==> src/rtl/srd_pkg.sv <==
// constants for the stack, rotate and string slice decoder
package srd_pkg;
  // prefix bytes
  localparam logic [7:0] PFX_LOCK = 8'hF0;
  localparam logic [7:0] PFX_ASIZE = 8'h67;
  localparam logic [7:0] PFX_OSIZE = 8'h66;
  localparam logic [7:0] PFX_REP = 8'hF3;
  localparam logic [7:0] PFX_CS = 8'h2E;
  localparam logic [7:0] PFX_DS = 8'h3E;
  localparam logic [7:0] PFX_ES = 8'h26;
  localparam logic [7:0] PFX_FS = 8'h64;
  localparam logic [7:0] PFX_GS = 8'h65;
  localparam logic [7:0] PFX_SS = 8'h36;
  // single-byte opcodes and modrm reg fields
  localparam logic [7:0] OP_POPALL = 8'h61;
  localparam logic [7:0] OP_POPFLG = 8'h9D;
  localparam logic [7:0] OP_PUSHALL = 8'h60;
  localparam logic [7:0] OP_PUSHFLG = 8'h9C;
  localparam logic [7:0] OP_GRP5 = 8'hFF;
  localparam logic [7:0] OP_ESC = 8'h0F;
  localparam logic [6:0] OP_INS_W = 7'h36;
  localparam logic [6:0] OP_LODS_W = 7'h56;
  localparam logic [6:0] OP_MOVS_W = 7'h52;
  localparam logic [6:0] OP_SHF1_W = 7'h68;
  localparam logic [6:0] OP_SHFC_W = 7'h69;
  localparam logic [6:0] OP_SHFI_W = 7'h60;
  localparam logic [4:0] OP_PUSHR_HI = 5'h0A;
  localparam logic [2:0] REG_PUSH = 3'h6;
  localparam logic [2:0] REG_RCL = 3'h2;
  localparam logic [2:0] REG_RCR = 3'h3;
  // second bytes after 0F
  localparam logic [7:0] OP2_MSR = 8'h32;
  localparam logic [7:0] OP2_PMC = 8'h33;
  localparam logic [7:0] OP2_SHR = 8'h36;
  localparam logic [7:0] OP2_TSC = 8'h31;
  // clock counts
  localparam logic [15:0] CLK_POPALL = 16'h0006;
  localparam logic [15:0] CLK_POPFLG = 16'h0009;
  localparam logic [15:0] CLK_PUSH = 16'h0001;
  localparam logic [15:0] CLK_PUSHALL = 16'h0006;
  localparam logic [15:0] CLK_PUSHFLG = 16'h0002;
  localparam logic [15:0] CLK_RCL1 = 16'h0003;
  localparam logic [15:0] CLK_RCLN = 16'h0008;
  localparam logic [15:0] CLK_RCR1 = 16'h0004;
  localparam logic [15:0] CLK_RCRN = 16'h0009;
  localparam logic [15:0] CLK_INS_BASE = 16'h000C;
  localparam logic [15:0] CLK_INS_PBASE = 16'h001C;
  localparam logic [15:0] CLK_INS_PER = 16'h0005;
  localparam logic [15:0] CLK_LODS_BASE = 16'h000A;
  localparam logic [15:0] CLK_MOVS_BASE = 16'h0009;
  localparam logic [15:0] CLK_OTHER = 16'h0001;
  // operand widths in bits
  localparam logic [5:0] W_BYTE = 6'h08;
  localparam logic [5:0] W_WORD = 6'h10;
  localparam logic [5:0] W_DWORD = 6'h20;
  // decoded operation classes
  typedef enum logic [4:0]
  {
    SRD_NONE = 5'h00, SRD_POPALL = 5'h01, SRD_POPFLG = 5'h02,
    SRD_PUSH = 5'h03, SRD_PUSHALL = 5'h04, SRD_PUSHFLG = 5'h05,
    SRD_RCL = 5'h06, SRD_RCR = 5'h07, SRD_MSR = 5'h08, SRD_PMC = 5'h09,
    SRD_SHR = 5'h0A, SRD_TSC = 5'h0B, SRD_INS = 5'h0C, SRD_LODS = 5'h0D,
    SRD_MOVS = 5'h0E, SRD_OTHER = 5'h0F
  } srd_op_e;
endpackage : srd_pkg
==> src/rtl/srd_decode.sv <==
// instruction byte decoder with clock-count sequencer for the slice
`timescale 1ns/100ps
`default_nettype none
module srd_decode
  import srd_pkg::*;
(
  // clock and reset
  input wire logic i_clk_sys,
  input wire logic i_reset,
  // byte stream from fetch
  input wire logic i_byte_valid,
  input wire logic [7:0] i_byte,
  output logic o_byte_ready,
  // processor state
  input wire logic i_protected,
  input wire logic i_io_slow,
  input wire logic i_def_32,
  input wire logic [31:0] i_count_reg,
  // decode result
  output logic o_done,
  output logic [4:0] o_op,
  output logic o_lock,
  output logic o_rep,
  output logic [2:0] o_seg,
  output logic o_seg_valid,
  output logic [5:0] o_opnd_bits,
  output logic [5:0] o_imm_bits,
  output logic [5:0] o_disp_bits,
  output logic [15:0] o_clocks,
  output logic o_busy
);

  // one-hot sequencer states
  typedef enum logic [3:0]
  {
    ST_OPC = 4'h1, ST_ESC = 4'h2, ST_MODRM = 4'h4, ST_EXEC = 4'h8
  } srd_st_e;

  srd_st_e st_r, st_nxt;
  logic lock_r, lock_nxt, asz_r, asz_nxt, osz_r, osz_nxt;
  logic rep_r, rep_nxt, segv_r, segv_nxt;
  logic [2:0] seg_r, seg_nxt;
  logic [1:0] shk_r, shk_nxt;
  logic [15:0] cnt_r, cnt_nxt, clk_r, clk_nxt;
  logic [4:0] op_r, op_nxt;
  logic done_r, done_nxt, rdy_r, rdy_nxt, busy_r, busy_nxt;
  logic [5:0] ob_r, ob_nxt, ib_r, ib_nxt, db_r, db_nxt;
  logic [15:0] n16, t_clk;
  logic take;
  logic full32, addr32;

  assign take = i_byte_valid && rdy_r;
  assign full32 = i_def_32 ^ osz_r;
  assign addr32 = i_def_32 ^ asz_r;
  assign n16 = i_count_reg[15:0];

  // string timing uses count register at start as n
  always_comb
  begin
    t_clk = CLK_OTHER;
    case (op_r)
      SRD_INS: t_clk = (i_protected && i_io_slow ? CLK_INS_PBASE
        : CLK_INS_BASE) + 16'(CLK_INS_PER * n16);
      SRD_LODS: t_clk = CLK_LODS_BASE + n16;
      SRD_MOVS: t_clk = CLK_MOVS_BASE + n16;
      default: t_clk = CLK_OTHER;
    endcase
  end

  // byte-at-a-time decode, then count down the instruction clocks
  always_comb
  begin
    st_nxt = st_r;
    lock_nxt = lock_r;
    asz_nxt = asz_r;
    osz_nxt = osz_r;
    rep_nxt = rep_r;
    segv_nxt = segv_r;
    seg_nxt = seg_r;
    shk_nxt = shk_r;
    cnt_nxt = cnt_r;
    clk_nxt = clk_r;
    op_nxt = op_r;
    done_nxt = 1'b0;
    rdy_nxt = rdy_r;
    ob_nxt = ob_r;
    ib_nxt = ib_r;
    db_nxt = db_r;
    // old prefixes drop first, so a prefix taken this cycle still sticks
    if (done_r)
    begin
      lock_nxt = 1'b0;
      asz_nxt = 1'b0;
      osz_nxt = 1'b0;
      rep_nxt = 1'b0;
      segv_nxt = 1'b0;
      seg_nxt = 3'h0;
      clk_nxt = 16'h0000;
      ib_nxt = 6'h00;
    end
    case (st_r)
      ST_OPC:
      begin
        if (take)
        begin
          st_nxt = ST_EXEC;
          rdy_nxt = 1'b0;
          op_nxt = SRD_OTHER;
          cnt_nxt = CLK_OTHER;
          // prefixes stay pending for the next opcode
          if (i_byte == PFX_LOCK || i_byte == PFX_ASIZE
            || i_byte == PFX_OSIZE || i_byte == PFX_REP)
          begin
            lock_nxt = lock_nxt | (i_byte == PFX_LOCK);
            asz_nxt = asz_nxt | (i_byte == PFX_ASIZE);
            osz_nxt = osz_nxt | (i_byte == PFX_OSIZE);
            rep_nxt = rep_nxt | (i_byte == PFX_REP);
            st_nxt = ST_OPC;
            rdy_nxt = 1'b1;
          end
          else if (i_byte == PFX_ES || i_byte == PFX_CS || i_byte == PFX_SS
            || i_byte == PFX_DS || i_byte == PFX_FS || i_byte == PFX_GS)
          begin
            segv_nxt = 1'b1;
            st_nxt = ST_OPC;
            rdy_nxt = 1'b1;
            case (i_byte)
              PFX_ES: seg_nxt = 3'h0;
              PFX_CS: seg_nxt = 3'h1;
              PFX_SS: seg_nxt = 3'h2;
              PFX_DS: seg_nxt = 3'h3;
              PFX_FS: seg_nxt = 3'h4;
              default: seg_nxt = 3'h5;
            endcase
          end
          else if (i_byte == OP_POPALL)
          begin
            op_nxt = SRD_POPALL;
            cnt_nxt = CLK_POPALL;
          end
          else if (i_byte == OP_POPFLG)
          begin
            op_nxt = SRD_POPFLG;
            cnt_nxt = CLK_POPFLG;
          end
          else if (i_byte == OP_PUSHALL)
          begin
            op_nxt = SRD_PUSHALL;
            cnt_nxt = CLK_PUSHALL;
          end
          else if (i_byte == OP_PUSHFLG)
          begin
            op_nxt = SRD_PUSHFLG;
            cnt_nxt = CLK_PUSHFLG;
          end
          else if (i_byte[7:3] == OP_PUSHR_HI
            || (i_byte[7:5] == 3'h0 && i_byte[2:0] == REG_PUSH)
            || i_byte == 8'h68 || i_byte == 8'h6A)
          begin
            op_nxt = SRD_PUSH;
            cnt_nxt = CLK_PUSH;
            ib_nxt = i_byte == 8'h6A ? W_BYTE : 6'h00;
          end
          else if (i_byte == OP_ESC)
          begin
            st_nxt = ST_ESC;
            rdy_nxt = 1'b1;
          end
          else if (i_byte == OP_GRP5 || i_byte[7:1] == OP_SHF1_W
            || i_byte[7:1] == OP_SHFC_W || i_byte[7:1] == OP_SHFI_W)
          begin
            st_nxt = ST_MODRM;
            rdy_nxt = 1'b1;
            shk_nxt = i_byte == OP_GRP5 ? 2'h3 : (i_byte[7:1] == OP_SHF1_W
              ? 2'h0 : (i_byte[7:1] == OP_SHFC_W ? 2'h1 : 2'h2));
            if (i_byte[7:1] == OP_SHFI_W)
              ib_nxt = W_BYTE;
          end
          else if (rep_r && i_byte[7:1] == OP_INS_W)
            op_nxt = SRD_INS;
          else if (rep_r && i_byte[7:1] == OP_LODS_W)
            op_nxt = SRD_LODS;
          else if (rep_r && i_byte[7:1] == OP_MOVS_W)
            op_nxt = SRD_MOVS;
          // w bit picks byte or full size
          ob_nxt = i_byte[0] ? (full32 ? W_DWORD : W_WORD) : W_BYTE;
          db_nxt = 6'h00; // displacement only follows a modrm byte
          if (i_byte == 8'h68)
            ib_nxt = full32 ? W_DWORD : W_WORD;
        end
      end
      ST_ESC:
      begin
        if (take)
        begin
          st_nxt = ST_EXEC;
          rdy_nxt = 1'b0;
          cnt_nxt = CLK_OTHER;
          if (i_byte == OP2_MSR)
            op_nxt = SRD_MSR;
          else if (i_byte == OP2_PMC)
            op_nxt = SRD_PMC;
          else if (i_byte == OP2_SHR)
            op_nxt = SRD_SHR;
          else if (i_byte == OP2_TSC)
            op_nxt = SRD_TSC;
          else if (i_byte[7:6] == 2'h2 && i_byte[2:0] == 3'h0)
          begin
            op_nxt = SRD_PUSH;
            cnt_nxt = CLK_PUSH;
          end
          else
            op_nxt = SRD_OTHER;
        end
      end
      ST_MODRM:
      begin
        if (take)
        begin
          st_nxt = ST_EXEC;
          rdy_nxt = 1'b0;
          op_nxt = SRD_OTHER;
          cnt_nxt = CLK_OTHER;
          // short form for mod 01, full for mod 10; direct forms not decoded
          db_nxt = i_byte[7:6] == 2'h1 ? W_BYTE : (i_byte[7:6] == 2'h2
            ? (addr32 ? W_DWORD : W_WORD) : 6'h00);
          if (shk_r == 2'h3 && i_byte[5:3] == REG_PUSH)
          begin
            op_nxt = SRD_PUSH;
            cnt_nxt = CLK_PUSH;
          end
          else if (shk_r != 2'h3 && i_byte[5:3] == REG_RCL)
          begin
            op_nxt = SRD_RCL;
            cnt_nxt = shk_r == 2'h0 ? CLK_RCL1 : CLK_RCLN;
          end
          else if (shk_r != 2'h3 && i_byte[5:3] == REG_RCR)
          begin
            op_nxt = SRD_RCR;
            cnt_nxt = shk_r == 2'h0 ? CLK_RCR1 : CLK_RCRN;
          end
        end
      end
      ST_EXEC:
      begin
        // string counts resolve here, once the count register is known
        if (op_r == SRD_INS || op_r == SRD_LODS || op_r == SRD_MOVS)
        begin
          if (clk_r == 16'h0000)
          begin
            cnt_nxt = t_clk - 16'h0001;
            clk_nxt = t_clk;
          end
          else if (cnt_r != 16'h0000)
            cnt_nxt = cnt_r - 16'h0001;
        end
        else if (clk_r == 16'h0000)
        begin
          clk_nxt = cnt_r;
          cnt_nxt = cnt_r - 16'h0001;
        end
        else if (cnt_r != 16'h0000)
          cnt_nxt = cnt_r - 16'h0001;
        if (clk_r != 16'h0000 && cnt_r == 16'h0000)
        begin
          done_nxt = 1'b1;
          st_nxt = ST_OPC;
          rdy_nxt = 1'b1;
        end
      end
      default:
        st_nxt = ST_OPC;
    endcase
    // busy kept in its own flop so the pin has no gate behind it
    busy_nxt = ~rdy_nxt;
  end

  // state registers
  always_ff @(posedge i_clk_sys or posedge i_reset)
  begin
    if (i_reset)
    begin
      st_r <= ST_OPC;
      lock_r <= 1'b0;
      asz_r <= 1'b0;
      osz_r <= 1'b0;
      rep_r <= 1'b0;
      segv_r <= 1'b0;
      seg_r <= 3'h0;
      shk_r <= 2'h0;
      cnt_r <= 16'h0000;
      clk_r <= 16'h0000;
      op_r <= 5'h00;
      done_r <= 1'b0;
      rdy_r <= 1'b1;
      busy_r <= 1'b0;
      ob_r <= 6'h00;
      ib_r <= 6'h00;
      db_r <= 6'h00;
    end
    else
    begin
      st_r <= st_nxt;
      lock_r <= lock_nxt;
      asz_r <= asz_nxt;
      osz_r <= osz_nxt;
      rep_r <= rep_nxt;
      segv_r <= segv_nxt;
      seg_r <= seg_nxt;
      shk_r <= shk_nxt;
      cnt_r <= cnt_nxt;
      clk_r <= clk_nxt;
      op_r <= op_nxt;
      done_r <= done_nxt;
      rdy_r <= rdy_nxt;
      busy_r <= busy_nxt;
      ob_r <= ob_nxt;
      ib_r <= ib_nxt;
      db_r <= db_nxt;
    end
  end

  // outputs straight from flops
  assign o_byte_ready = rdy_r;
  assign o_done = done_r;
  assign o_op = op_r;
  assign o_lock = lock_r;
  assign o_rep = rep_r;
  assign o_seg = seg_r;
  assign o_seg_valid = segv_r;
  assign o_opnd_bits = ob_r;
  assign o_imm_bits = ib_r;
  assign o_disp_bits = db_r;
  assign o_clocks = clk_r;
  assign o_busy = busy_r;

  // pop-all spans exactly its clock count
  a_popall_time: assert property (@(posedge i_clk_sys) disable iff (i_reset)
    $rose(o_busy) && op_nxt == SRD_POPALL |-> ##1 !o_done [*6] ##1 o_done)
    else $error("pop all length wrong");
  a_popflg_time: assert property (@(posedge i_clk_sys) disable iff (i_reset)
    o_done && op_r == SRD_POPFLG |-> o_clocks == 16'h0009)
    else $error("pop flags count wrong");
  a_push_time: assert property (@(posedge i_clk_sys) disable iff (i_reset)
    o_done && op_r == SRD_PUSH |-> o_clocks == 16'h0001)
    else $error("push count wrong");
  a_pushall_time: assert property (@(posedge i_clk_sys) disable iff (i_reset)
    o_done && op_r == SRD_PUSHALL |-> o_clocks == 16'h0006)
    else $error("push all count wrong");
  a_pushflg_time: assert property (@(posedge i_clk_sys) disable iff (i_reset)
    o_done && op_r == SRD_PUSHFLG |-> o_clocks == 16'h0002)
    else $error("push flags count wrong");
  a_rcl_time: assert property (@(posedge i_clk_sys) disable iff (i_reset)
    o_done && op_r == SRD_RCL |-> o_clocks inside {16'h0003, 16'h0008})
    else $error("rotate left count wrong");
  a_rcr_time: assert property (@(posedge i_clk_sys) disable iff (i_reset)
    o_done && op_r == SRD_RCR |-> o_clocks inside {16'h0004, 16'h0009})
    else $error("rotate right count wrong");
  a_prefix_clear: assert property (@(posedge i_clk_sys) disable iff (i_reset)
    o_done && !take |=> !o_lock && !o_rep && !o_seg_valid)
    else $error("prefix outlived instruction");
  a_tsc_decode: assert property (@(posedge i_clk_sys) disable iff (i_reset)
    st_r == ST_ESC && take && i_byte == OP2_TSC |=> o_op == SRD_TSC)
    else $error("time stamp read missed");
endmodule : srd_decode
`default_nettype wire

==> config.mk <==
export PLATFORM = sky130hd
export DESIGN_NAME = srd_decode
export DESIGN_NICKNAME = d
export VERILOG_FILES = /design/src/rtl/srd_pkg.sv /design/src/rtl/srd_decode.sv
export SDC_FILE = /design/constraint.sdc
export NUM_CORES = 1
export LEC_CHECK = 0
export BUFFER_PORTS_ARGS = -buffer_cell sky130_fd_sc_hd__buf_2
export CAP_MARGIN = 20
export CORE_ASPECT_RATIO = 1.2
export CORE_MARGIN = 1.5
export CORE_UTILIZATION = 42
export DETAILED_ROUTE_END_ITERATION = 10
export GPL_TIMING_DRIVEN = 0
export HOLD_SLACK_MARGIN = 0.1
export PLACE_DENSITY_LB_ADDON = 0.2
export SLEW_MARGIN = 15
export SYNTH_ARGS = -nofsm -noshare
export SYNTH_HDL_FRONTEND = slang
export SYNTH_SLANG_ARGS = --single-unit
==> constraint.sdc <==
create_clock -name i_clk_sys -period 6.9 [get_ports i_clk_sys]
set_clock_uncertainty 0.2 [all_clocks]
set_input_delay 0.345 -clock i_clk_sys [delete_from_list [all_inputs] [get_ports i_clk_sys]]
set_output_delay 0.345 -clock i_clk_sys [all_outputs]
set_load 0.005 [all_outputs]
# Word-level counts from Yosys, hierarchy flattened
# Cells that the tools add are included.
# word_totals
ff_bits	72
latch_bits	0
mem_bits_rw	0
romBits	0
inputBits	46
out_inout_bits	48
word_cells	261
memories	0
# op_classes
add_sub_neg	5
multipliers	1
div_mod_pow	0
order_cmp	0
eq_ne	48
shift	0
mux	131
n_bitwise	15
reduce_logical	44
# op_table
op	n
two-way mux 16 bit	12
two-way mux 4 bit	37
two-way mux 6 bit	21
== test 8 x 7 -> 1 bit, second input constant	8
one-hot mux 16 bit (4 select lines)	1
== test 8 x 6 -> 1 bit, second input constant	7
one-hot mux 16 bit (3 select lines)	1
== test 8 bit, second input constant	5
two-way mux 1 bit	36
== test 7 bit, second input constant	5
adder 4 x 16 -> 16 bit, first input constant	2
zero test 16 bit	2
nonzero test 16 bit	2
subtractor 16 x 1 -> 16 bit, second input constant	2
== test 5 x 4 -> 1 bit, second input constant	4
two-way mux 5 bit	4
two-way mux 3 bit	6
adder 5 x 16 -> 16 bit	1
logical OR 1 bit	16
multiplier 3 x 16 -> 16 bit, first input constant	1
two-way mux 2 bit	8
one-hot mux 3 bit (5 select lines)	1
one-hot mux 5 bit (3 select lines)	1
one-hot mux 4 bit (3 select lines)	1
other kinds (28)	60

# Logic depth before layout (Yosys ltp)
# Gate-level depths: netlist (run 1).
# depth
depth_word	16
mapped_depth	16
mapped_depth_nobuf	15

# Worst setup path after synthesis (run 1)
# No wires, ideal clock.
# synth_path
path_type	input to register
start	input port i_count_reg[3]
end	register cnt_r[15]
setup_time_ps	120
arrival_ps	3569
t_required_ps	6580
slack_ps	3011
cell_stages	15
path_buffers	1
cell_sequence	buf_4 -> inv_1 -> fa_1 -> inv_1 -> ha_1 -> inv_1 -> fa_1 -> nor2b_2 -> o21a_1 -> or3_2 -> a32o_2 -> or4_4 -> nor4_4 -> xnor2_1 -> a31o_1
# synth_via
elab_chain_cells	7
elab_cells_between_ends	9
classes_between	add/sub (4); mul (1); mux (4)
# synth_lines
element	line	source
from (decl)	srd_decode.sv:18	input wire logic [31:0] i_count_reg,
multiplier 3 x 16 -> 16 bit	srd_decode.sv:63	: CLK_INS_BASE) + 16'(CLK_INS_PER * n16);
adder 5 x 16 -> 16 bit	srd_decode.sv:63	
one-hot mux 16 bit (3 select lines) (*)	srd_decode.sv:61	case (op_r)
subtractor 16 x 1 -> 16 bit (*)	srd_decode.sv:251	cnt_nxt = t_clk - 16'h0001;
two-way mux 16 bit (*)	srd_decode.sv:249	if (clk_r == 16'h0000)
two-way mux 16 bit (*)	srd_decode.sv:247	if (op_r == SRD_INS || op_r == SRD_LODS || op_r == SRD_MOVS)
one-hot mux 16 bit (4 select lines) (*)	srd_decode.sv:101	case (st_r)
to (signal assigned)	srd_decode.sv:311	cnt_r <= cnt_nxt;
to (decl)	srd_decode.sv:44	logic [15:0] cnt_r, cnt_nxt, clk_r, clk_nxt;
# Every way passes the cells marked *; elsewhere a longest branch is shown, timed or not.
# A chain may end at the register's enable or synchronous reset.

# Worst setup path in the final report (run 1)
# layout_path
start	input port i_count_reg[2]
end	register cnt_r[15]
# Same word-level chain as after synthesis.

==> summary.md, run 1 <==
| Metric | Value |
|---|---|
| Status | `finished, final reports clean` |
| Largest family of logic cells by synthesized area | `compound AO/OA/AOI/OAI gates` |
| Layout Nets | `886` |
| Final instance area | `6700 µm²` |
| Total grt overflow | `0` |
| Peak supply drop | `approximately 150 µV` |
| Die Wd | `110 µm` |
| Wirelength per Cell | `17.5 µm` |
| Min-delay worst type | `in -> reg` |
| Total power | `0.00134 W` |
| Yosys warns | `0` |
| Slowest cell delay on critical path | `~0.58 ns` |
| Post-Synth Adder-Cell Area | `under 10%` |
| First-pass GRT wire length | `27.7 mm` |
| Die area | `14600 µm²` |
| Gpl congestion | `between 0.9 and 1` |
| Synth Area in XOR/XNOR | `between 4 and 5%` |
| Final ANT Viol Nets | `0` |
| Number of synthesized flops with an enable pin | `0` |
| Row count | `46` |
| Vias per cell | `between 5 and 6` |
| Max_cap viols | `0` |
| Buf/Inv on CP | `3` |
| Vias in the first global route | `5585` |
| H-tree levels | `3` |
| Portion of netlist area occupied by mux cells | `less than 1%` |
| Final core occ | `50.2%` |
| Pre-antenna DRT Iters | `5` |
| Synth Flop Type | `dfrtp_1` |
| Clk buf depth | `2` |
| Crit path max-delay family | `compound AO/OA/AOI/OAI gates` |
| Resized Gates After CTS | `0` |
| Die height | `132 µm` |
| Slew @ Worst Pin | `0.970 ns` |
| Clk root buf | `clkbuf_16` |
| CP startpoint kind | `input port` |
| Initial Util | `43.6%` |
| Mapped Cells | `709` |
| Relative slew slack | `a little over a third` |
| Final Cycle Share | `59.7%` |
| Worst Path Required | `6.92 ns` |
| Netlist cell types | `89` |
| Share of post-route cells with drive strength above 1 | `16.3%` |
| Number of I/O pins | `94` |
| HPWL after DPL | `about 13 mm` |
| Post-Syn Area | `5820 µm²` |
| Simple-Gate Fraction of Synth Area | `24.6%` |
| Final TNS setup | `0 ns` |
| Synth-to-layout area growth | `15.2%` |
| Hold Vio Cnt, Final | `0` |
| CP Class | `in -> reg` |
| Synth Area in Compound Gates | `26.5%` |
| Skew-Pair Late Insertion Delay | `0.33 ns` |
| Ant. Diodes | `0` |
| Final slew viol count | `0` |
| Sink Count | `65` |
| Slowest-stage cell, CP | `or4_4` |
| CTS tree | `built` |
| Total GRT Usage | `22.8%` |
| Initial antenna violation count | `0` |
| Vias | `5809` |
| Crit path max fanout | `8` |
| Residual DRC | `0` |
| Arr. time, crit path | `just over 4 ns` |
| Async S/R FF share, synth | `100%` |
| Commonest non-fill, non-tap cell in the layout | `nand2_1` |
| Core Region | `13400 µm²` |
| Total Wirelength | `17.0 mm` |
| Final setup violating endpoints | `0` |
| Post-DP Area | `~6400 µm²` |
| P_leak | `~2.9 nW` |
| Largest net degree at the start of global routing | `50` |
| RSZ-0062 raised after global routing | `false` |
| Clk slew on worst S/H paths | `~0.050 ns` |
| Count of state elements after synthesis | `65` |
| Fmax | `243 MHz` |
| Crit-path cells | `buf_2 > ha_1 > inv_1 > fa_1 > inv_1 > ha_1 > a211oi_1 > o21bai_1 > a21oi_1 > xor2_1 > o211ai_1 > or4_4 > nor4_4 > xnor2_1 > a31o_1` |
| Register area share after synthesis | `28.0%` |
| # fillers | `1299` |
| Avg Cell Area, Syn | `between 8 and 9 µm²` |
| Power Density | `between 200 and 250 nW/µm²` |
| I/O Buffers | `69` |
| Num CTS Buffers | `9` |
| DRT iter0 DRCs | `474` |
| Most frequent cells in the layout | `73 x nand2_1, 70 x buf_2, 64 x nor2_1` |
| Crit path time final | `4.12 ns` |
| Worst Setup End Kind | `flop` |
==> cell families after synthesis <==
logic type               count (synthesis)
AND/OR/NAND/NOR                        274
flip-flops                              65
adder cells (fa/ha/maj)                 43
XOR/XNOR                                33
AO/OA/AOI/OAI                          230
multiplexers                             4
buffers and inverters                   59
other                                    1
==> power by group <==
part           internal (W)  switching, W  total (W)
combinational      0.000195      0.000283   0.000479
clock              0.000252      0.000162   0.000414
sequential         0.000415     0.0000367   0.000452
total              0.000862      0.000482    0.00134
==> worst paths after layout <==
check	startpoint	endpoint	slack, ns	cells past startpoint
max	i_count_reg[2]	cnt_r[15]$_DFFE_PP0P_	2.78	15
min	i_byte_valid	o_byte_ready$_DFF_PP1_	0.19	4
max reg2reg	cnt_r[2]$_DFFE_PP0P_	cnt_r[1]$_DFFE_PP0P_	3.57	9
min reg2reg	o_opnd_bits[4]$_DFFE_PP0P_	o_opnd_bits[4]$_DFFE_PP0P_	0.26	2
max in group asynchronous	i_reset	o_byte_ready$_DFF_PP1_	5.64	4
min in group asynchronous	i_reset	o_clocks[10]$_DFF_PP0_	0.29	3
==> sequential cells by signal, indices dropped and copies added, names as in the netlist, 2 cells and up <==
name         flops
cnt_r           16
o_clocks        16
o_imm_bits       6
o_op             4
st_r             4
o_disp_bits      3
o_opnd_bits      3
o_seg            3
shk_r            2
==> routing by layer <==
layer,global-route usage [%],wire (µm)
met5,0,0
met4,6.98,257
met3,3.63,895
met2,39.0,8110
met1,29.7,7720
==> tightest hold or removal path: cells and delay by family <==
kind	cells	cell delay, ns
compound gates	2	0.17
buf+inv	2	0.15
==> final cells by class <==
class                      count  area, µm²  area share, %
timing repair buffer          71        383           5.71
inverter                      22       85.1           1.27
clock buffer                  13        250           3.73
buffer                        37        239           3.56
tap                          168        210           3.14
clock inverter                 3       17.5          0.261
multi-input combinational    591       3890           58.0
sequential                    65       1630           24.3
==> cell usage after synthesis, types with 5 or more instances <==
master	instances	area, µm²
a21o_1	11	82.6
inv_1	21	78.8
dfrtp_1	63	1580
ha_1	40	500
a211oi_1	6	45.0
nand2_1	73	274
xor2_1	11	96.3
and3_1	7	43.8
nor2b_1	6	37.5
nor3_1	25	125
buf_6	6	67.6
nand2b_1	10	62.6
buf_4	9	67.6
a31oi_1	8	50.1
a32oi_1	5	43.8
o21a_1	5	37.5
a22o_1	6	52.6
nor4_1	14	87.6
o22ai_1	13	81.3
nand4_1	10	62.6
clkbuf_1	19	71.3
xnor2_1	22	193
nor2_1	64	240
nand3_1	18	90.1
a21oi_1	57	285
nand3b_1	5	37.5
o21ai_0	55	275
o2bb2ai_1	14	123
==> timing repair <==
action,CTS,global route
setup buffers,0,0
hold buffers,1,0
hold endpoints to repair,63,0
==> through the flow <==
stage,worst slack (ns),std cells,hold slack [ns]
2_1_floorplan,3.01,715,0.263
3_3_place_gp,2.44,952,0.249
3_5_place_dp,2.46,953,0.100
4_1_cts,2.79,970,0.171
5_1_grt,2.52,970,0.226
6_report,2.78,970,0.186
Power figures use the tool's default switching activity.
==> inputs of run 2 (changes only) <==
clock period = 3.4 ns   (was 6.9 ns; I/O delays follow)
==> run 2 against run 1 <==
Critical path depth is 1 lower. Register-to-register slack worse by 3.4 ns. Critical path type unchanged. Cell count is 3.4% higher. Non-clock buffer count is 33 higher. Sequential power is 100% higher. Power is 140% higher. Sequential share of layout area is 2.0 points lower. Setup slack worse by 2.8 ns. Largest power group is now the clock network. The flow now finishes with violations (negative setup slack). Utilization is 4.5 points higher.
==> summary.md, run 2 (same netlist as run 1, synthesis figures left out) <==
| Metric | Value |
|---|---|
| Slew @ Worst Pin | `1.00 ns` |
| Clk root buf | `clkbuf_16` |
| Hold Vio Cnt, Final | `0` |
| Final core occ | `54.7%` |
| CP Class | `in -> reg` |
| Crit path time final | `3.42 ns` |
| Total GRT Usage | `approximately a quarter` |
| Fmax | `292 MHz` |
| Sink Count | `65` |
| Total Wirelength | `18.0 mm` |
| Die height | `132 µm` |
| Setup WS post-layout | `-0.0235 ns` |
| Post-placement cell count | `953` |
| GRT met1 Usage | `30.0%` |
| Initial Util | `43.6%` |
| Vias in the first global route | `6040` |
| First-pass GRT wire length | `29.4 mm` |
| Worst Path Required | `3.42 ns` |
| Final setup violating endpoints | `1` |
| Commonest non-fill, non-tap cell in the layout | `nand2_1` |
| Clk slew on worst S/H paths | `0.06 ns` |
| Busiest grt layer | `met2` |
| GRT met2 Usage | `42.0%` |
| Crit path max fanout | `3` |
| Synth-to-layout area growth | `25.6%` |
| P_leak | `about 3.2 nW` |
| Status | `finished with violations` |
| I/O Buffers | `69` |
| Reg2Reg Setup Slack | `0.19 ns` |
| Reg2Reg Capture Point | `cnt_r[5]$_DFFE_PP0P_` |
| Initial antenna violation count | `0` |
| Power Density | `around 440 nW/µm²` |
| HPWL after DPL | `around 13 mm` |
| DRT iter0 DRCs | `501` |
| Most frequent cells in the layout | `73 x nand2_1, 65 x buf_2, 64 x nor2_1` |
| Number of I/O pins | `94` |
| Arr. time, crit path | `3.44 ns` |
| H-tree levels | `3` |
| Skew-Pair Late Insertion Delay | `0.34 ns` |
| Wirelength per Cell | `17.9 µm` |
| Share of post-route cells with drive strength above 1 | `22.0%` |
| Row count | `46` |
| Min-delay worst type | `in -> async` |
| Clk buf depth | `2` |
| CP startpoint kind | `input port` |
| Met3 usage | `between 3 and 4%` |
| Gpl congestion | `between 0.9 and 1` |
| RSZ-0062 raised after global routing | `true` |
| Worst r2r path cells | `14` |
| Final Cycle Share | `101%` |
| Total grt overflow | `0` |
| Worst Setup End Kind | `flop` |
| Final slew viol count | `0` |
| Failing checks | `negative setup slack` |
| Peak supply drop | `281 µV` |
| Pre-CTS setup slack | `-0.567 ns` |
| Num CTS Buffers | `9` |
| Relative slew slack | `roughly a third` |
| Largest net degree at the start of global routing | `50` |
| Ant. Diodes | `0` |
| Vias | `approximately 6.0k` |
| Vias per cell | `6.02` |
| Final non-filler cell total | `1003` |
| Pre-antenna DRT Iters | `6` |
| Die area | `14600 µm²` |
| CTS tree | `built` |
| Residual DRC | `0` |
| Max_cap viols | `0` |
| R2r startpoint | `o_op[0]$_DFFE_PP0P_` |
| Die Wd | `110 µm` |
| Final ANT Viol Nets | `0` |
| Core Region | `13400 µm²` |
| Layout Nets | `~920` |
==> run 2: cell count changes in the layout (fill, tap and decap cells not counted), sizes merged <==
cell         change
inv              +2
clkbuf           -2
bufinv           +4
clkinvlp         -1
dlygate4sd3      +7
clkinv           -2
buf             +25
==> run 2: cell type report <==
type	count	area [µm²]
Fill cell	1273	6050
Multi-Input combinational cell	591	4050
Sequential cell	65	1630
Timing Repair Buffer	104	709
Buffer	37	251
Clock buffer	10	229
Tap cell	168	210
Clock inverter	6	138
Inverter	22	87.6
==> run 2: per-layer routing <==
layer  wire (µm)  share of wire, %
met1        7730                43
met2        8840                49
met3         921               5.1
met4         478               2.7
met5           0                 0
==> run 2: critical path: stages <==
cell and delay (ns):
buf_12 0.10, ha_4 0.25, inv_2 0.03, fa_2 0.56, fa_2 0.24, nor2b_4 0.05
o2111a_1 0.26, o32a_1 0.43, a21boi_2 0.20, mux2i_2 0.28, nand4_1 0.18, nor4_4 0.32
xnor2_1 0.13, a31o_1 0.24
==> run 2: power breakdown <==
part	internal, W	switching (W)	leakage, nW
clock	0.000796	0.000355	0.178
combinational	0.000514	0.000630	2.19
sequential	0.000842	0.0000801	0.797
total	0.00215	0.00107	3.16
==> run 2: stage by stage <==
step	hold slack (ns)	setup TNS [ns]	area [µm²]	total power (W)
after floorplan	0.177	-0.249	5920	0.00163
after global placement	0.252	-3.21	6470	0.00189
after detailed placement	-0.0739	-3.52	6500	0.00191
after CTS	0.121	-0.0379	7160	0.00316
after global routing	0.151	-0.383	7310	0.00338
final	0.113	-0.0235	7310	0.00322
==> run 2: timing repair <==
action,CTS,global route
pin swaps,20,16
buffers inserted,18,8
hold buffers,8,0
setup endpoints to repair,4,6
resized for setup,21,20
endpoints found under the hold margin,73,0
==> run 2: how the worst max path moves through the flow <==
| stage | from | end | slack (ns) | cells past startpoint |
|---|---|---|---|---|
| 2_1_floorplan | i_count_reg[3] | cnt_r[11]$_DFFE_PP0P_ | -0.13 | 15 |
| 3_3_place_gp | i_count_reg[4] | cnt_r[11]$_DFFE_PP0P_ | -0.55 | 15 |
| 3_5_place_dp | i_count_reg[4] | cnt_r[11]$_DFFE_PP0P_ | -0.57 | 15 |
| 4_1_cts | i_count_reg[4] | cnt_r[15]$_DFFE_PP0P_ | -0.04 | 15 |
| 5_1_grt | i_count_reg[4] | cnt_r[15]$_DFFE_PP0P_ | -0.13 | 15 |
| 6_report | i_count_reg[4] | cnt_r[15]$_DFFE_PP0P_ | -0.02 | 14 |
==> inputs of run 3 (changes only) <==
clock period = 4.3 ns   (was 3.4 ns; I/O delays follow)
==> run 3 against run 2 <==
The run now ends clean. Critical path depth rose by 1. Combinational power fell by 33%. Clock-buffer cell count rose by 3. Largest cell class unchanged.
==> summary.md, run 3 (same netlist as run 1, synthesis figures left out) <==
| Metric | Value |
|---|---|
| Crit path max fanout | `8` |
| Wirelength per Cell | `17.4 µm` |
| Final ANT Viol Nets | `0` |
| Residual DRC | `0` |
| CP Class | `in -> reg` |
| Commonest non-fill, non-tap cell in the layout | `nand2_1` |
| Final slew viol count | `0` |
| Status | `finished, final reports clean` |
| Buf/Inv on CP | `3` |
| Initial antenna violation count | `0` |
| Row count | `between 40 and 50` |
| Sequential power share | `33.6%` |
| Vias in the first global route | `about 5.6k` |
| Final Cycle Share | `between 90 and 100%` |
| CTS tree | `built` |
| Clk slew on worst S/H paths | `approximately 0.05 ns` |
| Initial Util | `a little over two fifths` |
| Fmax | `251 MHz` |
| Final setup violating endpoints | `0` |
| Slew @ Worst Pin | `0.971 ns` |
| DRT iter0 DRCs | `500` |
| Arr. time, crit path | `4.00 ns` |
| First-pass GRT wire length | `27.8 mm` |
| Most frequent cells in the layout | `73 x nand2_1, 70 x buf_2, 64 x nor2_1` |
| Die height | `132 µm` |
| Hold EP | `asz_r$_DFF_PP0_` |
| Reg2Reg Capture Point | `cnt_r[14]$_DFFE_PP0P_` |
| P_leak | `2.93 nW` |
| Gpl congestion | `about 0.9` |
| Clk buf depth | `2` |
| Pre-antenna DRT Iters | `5` |
| Worst Setup End Kind | `flop` |
| Die Wd | `110 µm` |
| Worst r2r path cells | `12` |
| Ant. Diodes | `0` |
| Skew-Pair Late Insertion Delay | `0.34 ns` |
| Peak supply drop | `239 µV` |
| Setup WS post-layout | `0.318 ns` |
| I/O Buffers | `69` |
| Total Wirelength | `17.0 mm` |
| Slowest cell delay on critical path | `0.58 ns` |
| Min-delay worst type | `in -> reg` |
| Relative slew slack | `about a third` |
| Reg2Reg Setup Slack | `1.00 ns` |
| Pre-CTS setup slack | `-0.00876 ns` |
| Number of setup buffers added after CTS | `0` |
| Vias | `5843` |
| H-tree levels | `3` |
| Crit-path cells | `buf_2 > ha_1 > inv_1 > fa_1 > inv_1 > ha_1 > a211oi_1 > o21bai_1 > a21oi_1 > xor2_1 > o211ai_1 > or4_4 > nor4_4 > xnor2_1 > a31o_1` |
| Hold Vio Cnt, Final | `0` |
| Power Density | `320 nW/µm²` |
| Hold_sp | `i_byte[3]` |
| Num CTS Buffers | `9` |
| Worst Path Required | `approximately 4.3 ns` |
| Logic pwr share | `a little over a third` |
| Die area | `14600 µm²` |
| RSZ-0062 raised after global routing | `false` |
| Clk root buf | `clkbuf_16` |
| Sink Count | `between 60 and 70` |
| Pint | `0.00139 W` |
| Core Region | `about 13000 µm²` |
| R2r startpoint | `o_op[1]$_DFFE_PP0P_` |
| Crit path time final | `3.98 ns` |
| CP startpoint kind | `input port` |
| Layout Nets | `~890` |
| Total GRT Usage | `22.9%` |
| Largest net degree at the start of global routing | `50` |
| Max_cap viols | `0` |
| Final core occ | `50.4%` |
| Number of I/O pins | `94` |
| Switching share of power | `35.8%` |
| WHS Path Cells | `4` |
| P_sw | `between 0.0007 and 0.0008 W` |
| Share of post-route cells with drive strength above 1 | `16.3%` |
| Crit path max-delay family | `compound AO/OA/AOI/OAI gates` |
| Resized Gates After CTS | `0` |
| Slowest-stage cell, CP | `or4_4` |
| Total grt overflow | `0` |
| Vias per cell | `around 6` |
| Clock Power Share | `30.8%` |
| HPWL after DPL | `between 10 and 15 mm` |
| Synth-to-layout area growth | `15.7%` |
==> run 3: cell types whose count changed in the layout (fill, tap and decap cells not counted), moves of 5 or more <==
cell	delta
buf_2	+5
buf_4	-24
inv_1	+6
inv_2	-5
==> run 3: metal layers <==
metal / vias up / global-route usage, % / wire, µm
li1: 2815 / - / -
met1: 2770 / 29.8 / 7570
met2: 230 / 39.0 / 8110
met3: 28 / 3.63 / 995
met4: 0 / 7.26 / 291
met5: - / 0 / 0
==> run 3: worst max-delay path by stage <==
stage / start / to / cells past startpoint
after floorplan: i_count_reg[3] / cnt_r[15]$_DFFE_PP0P_ / 15
after global placement: i_count_reg[4] / cnt_r[15]$_DFFE_PP0P_ / 15
after detailed placement: i_count_reg[4] / cnt_r[15]$_DFFE_PP0P_ / 15
after CTS: i_count_reg[4] / cnt_r[15]$_DFFE_PP0P_ / 15
after global routing: i_count_reg[2] / cnt_r[15]$_DFFE_PP0P_ / 15
final: i_count_reg[2] / cnt_r[15]$_DFFE_PP0P_ / 15
==> run 3: per-stage QoR <==
stage	cells	setup TNS [ns]	total power [W]	instance area, µm²	hold slack (ns)
after global routing	973	0	0.00229	6730	0.172
after CTS	973	0	0.00216	6730	0.111
after floorplan	715	0	0.00127	5840	0.222
after detailed placement	953	-0.00876	0.00149	6430	-0.0300
after global placement	952	-0.0301	0.00148	6400	0.249
final	973	0	0.00216	6730	0.134
==> run 3: layout make-up <==
cell class | instances | area [µm²]
plain buffers | 37 | 239
clock buffers | 13 | 250
clock inverters | 3 | 17.5
fillers | 1295 | 6620
inverters | 22 | 85.1
multi-input cells | 591 | 3890
flip-flops and latches | 65 | 1630
well taps | 168 | 210
repair buffers | 74 | 413
==> run 3: repair_timing <==
item / CTS / global route
hold buffers: 4 / 0
hold endpoints to repair: 68 / 0
setup endpoints to repair: 0 / 0
==> run 3: tightest hold or removal path: cells and delay by family <==
family,cells,cell delay (ns)
AO/OA/AOI/OAI,1,0.07
buffers and inverters,1,0.15
AND/OR/NAND/NOR,2,0.19
==> run 3: power by group through the flow <==
stage | sequential (W) | combinational, W | clock, W
final | 0.000725 | 0.000768 | 0.000665
after global routing | 0.000733 | 0.000853 | 0.000703
after CTS | 0.000723 | 0.000762 | 0.000680
after detailed placement | 0.000732 | 0.000754 | 0
after global placement | 0.000732 | 0.000743 | 0
after floorplan | 0.000724 | 0.000543 | 0
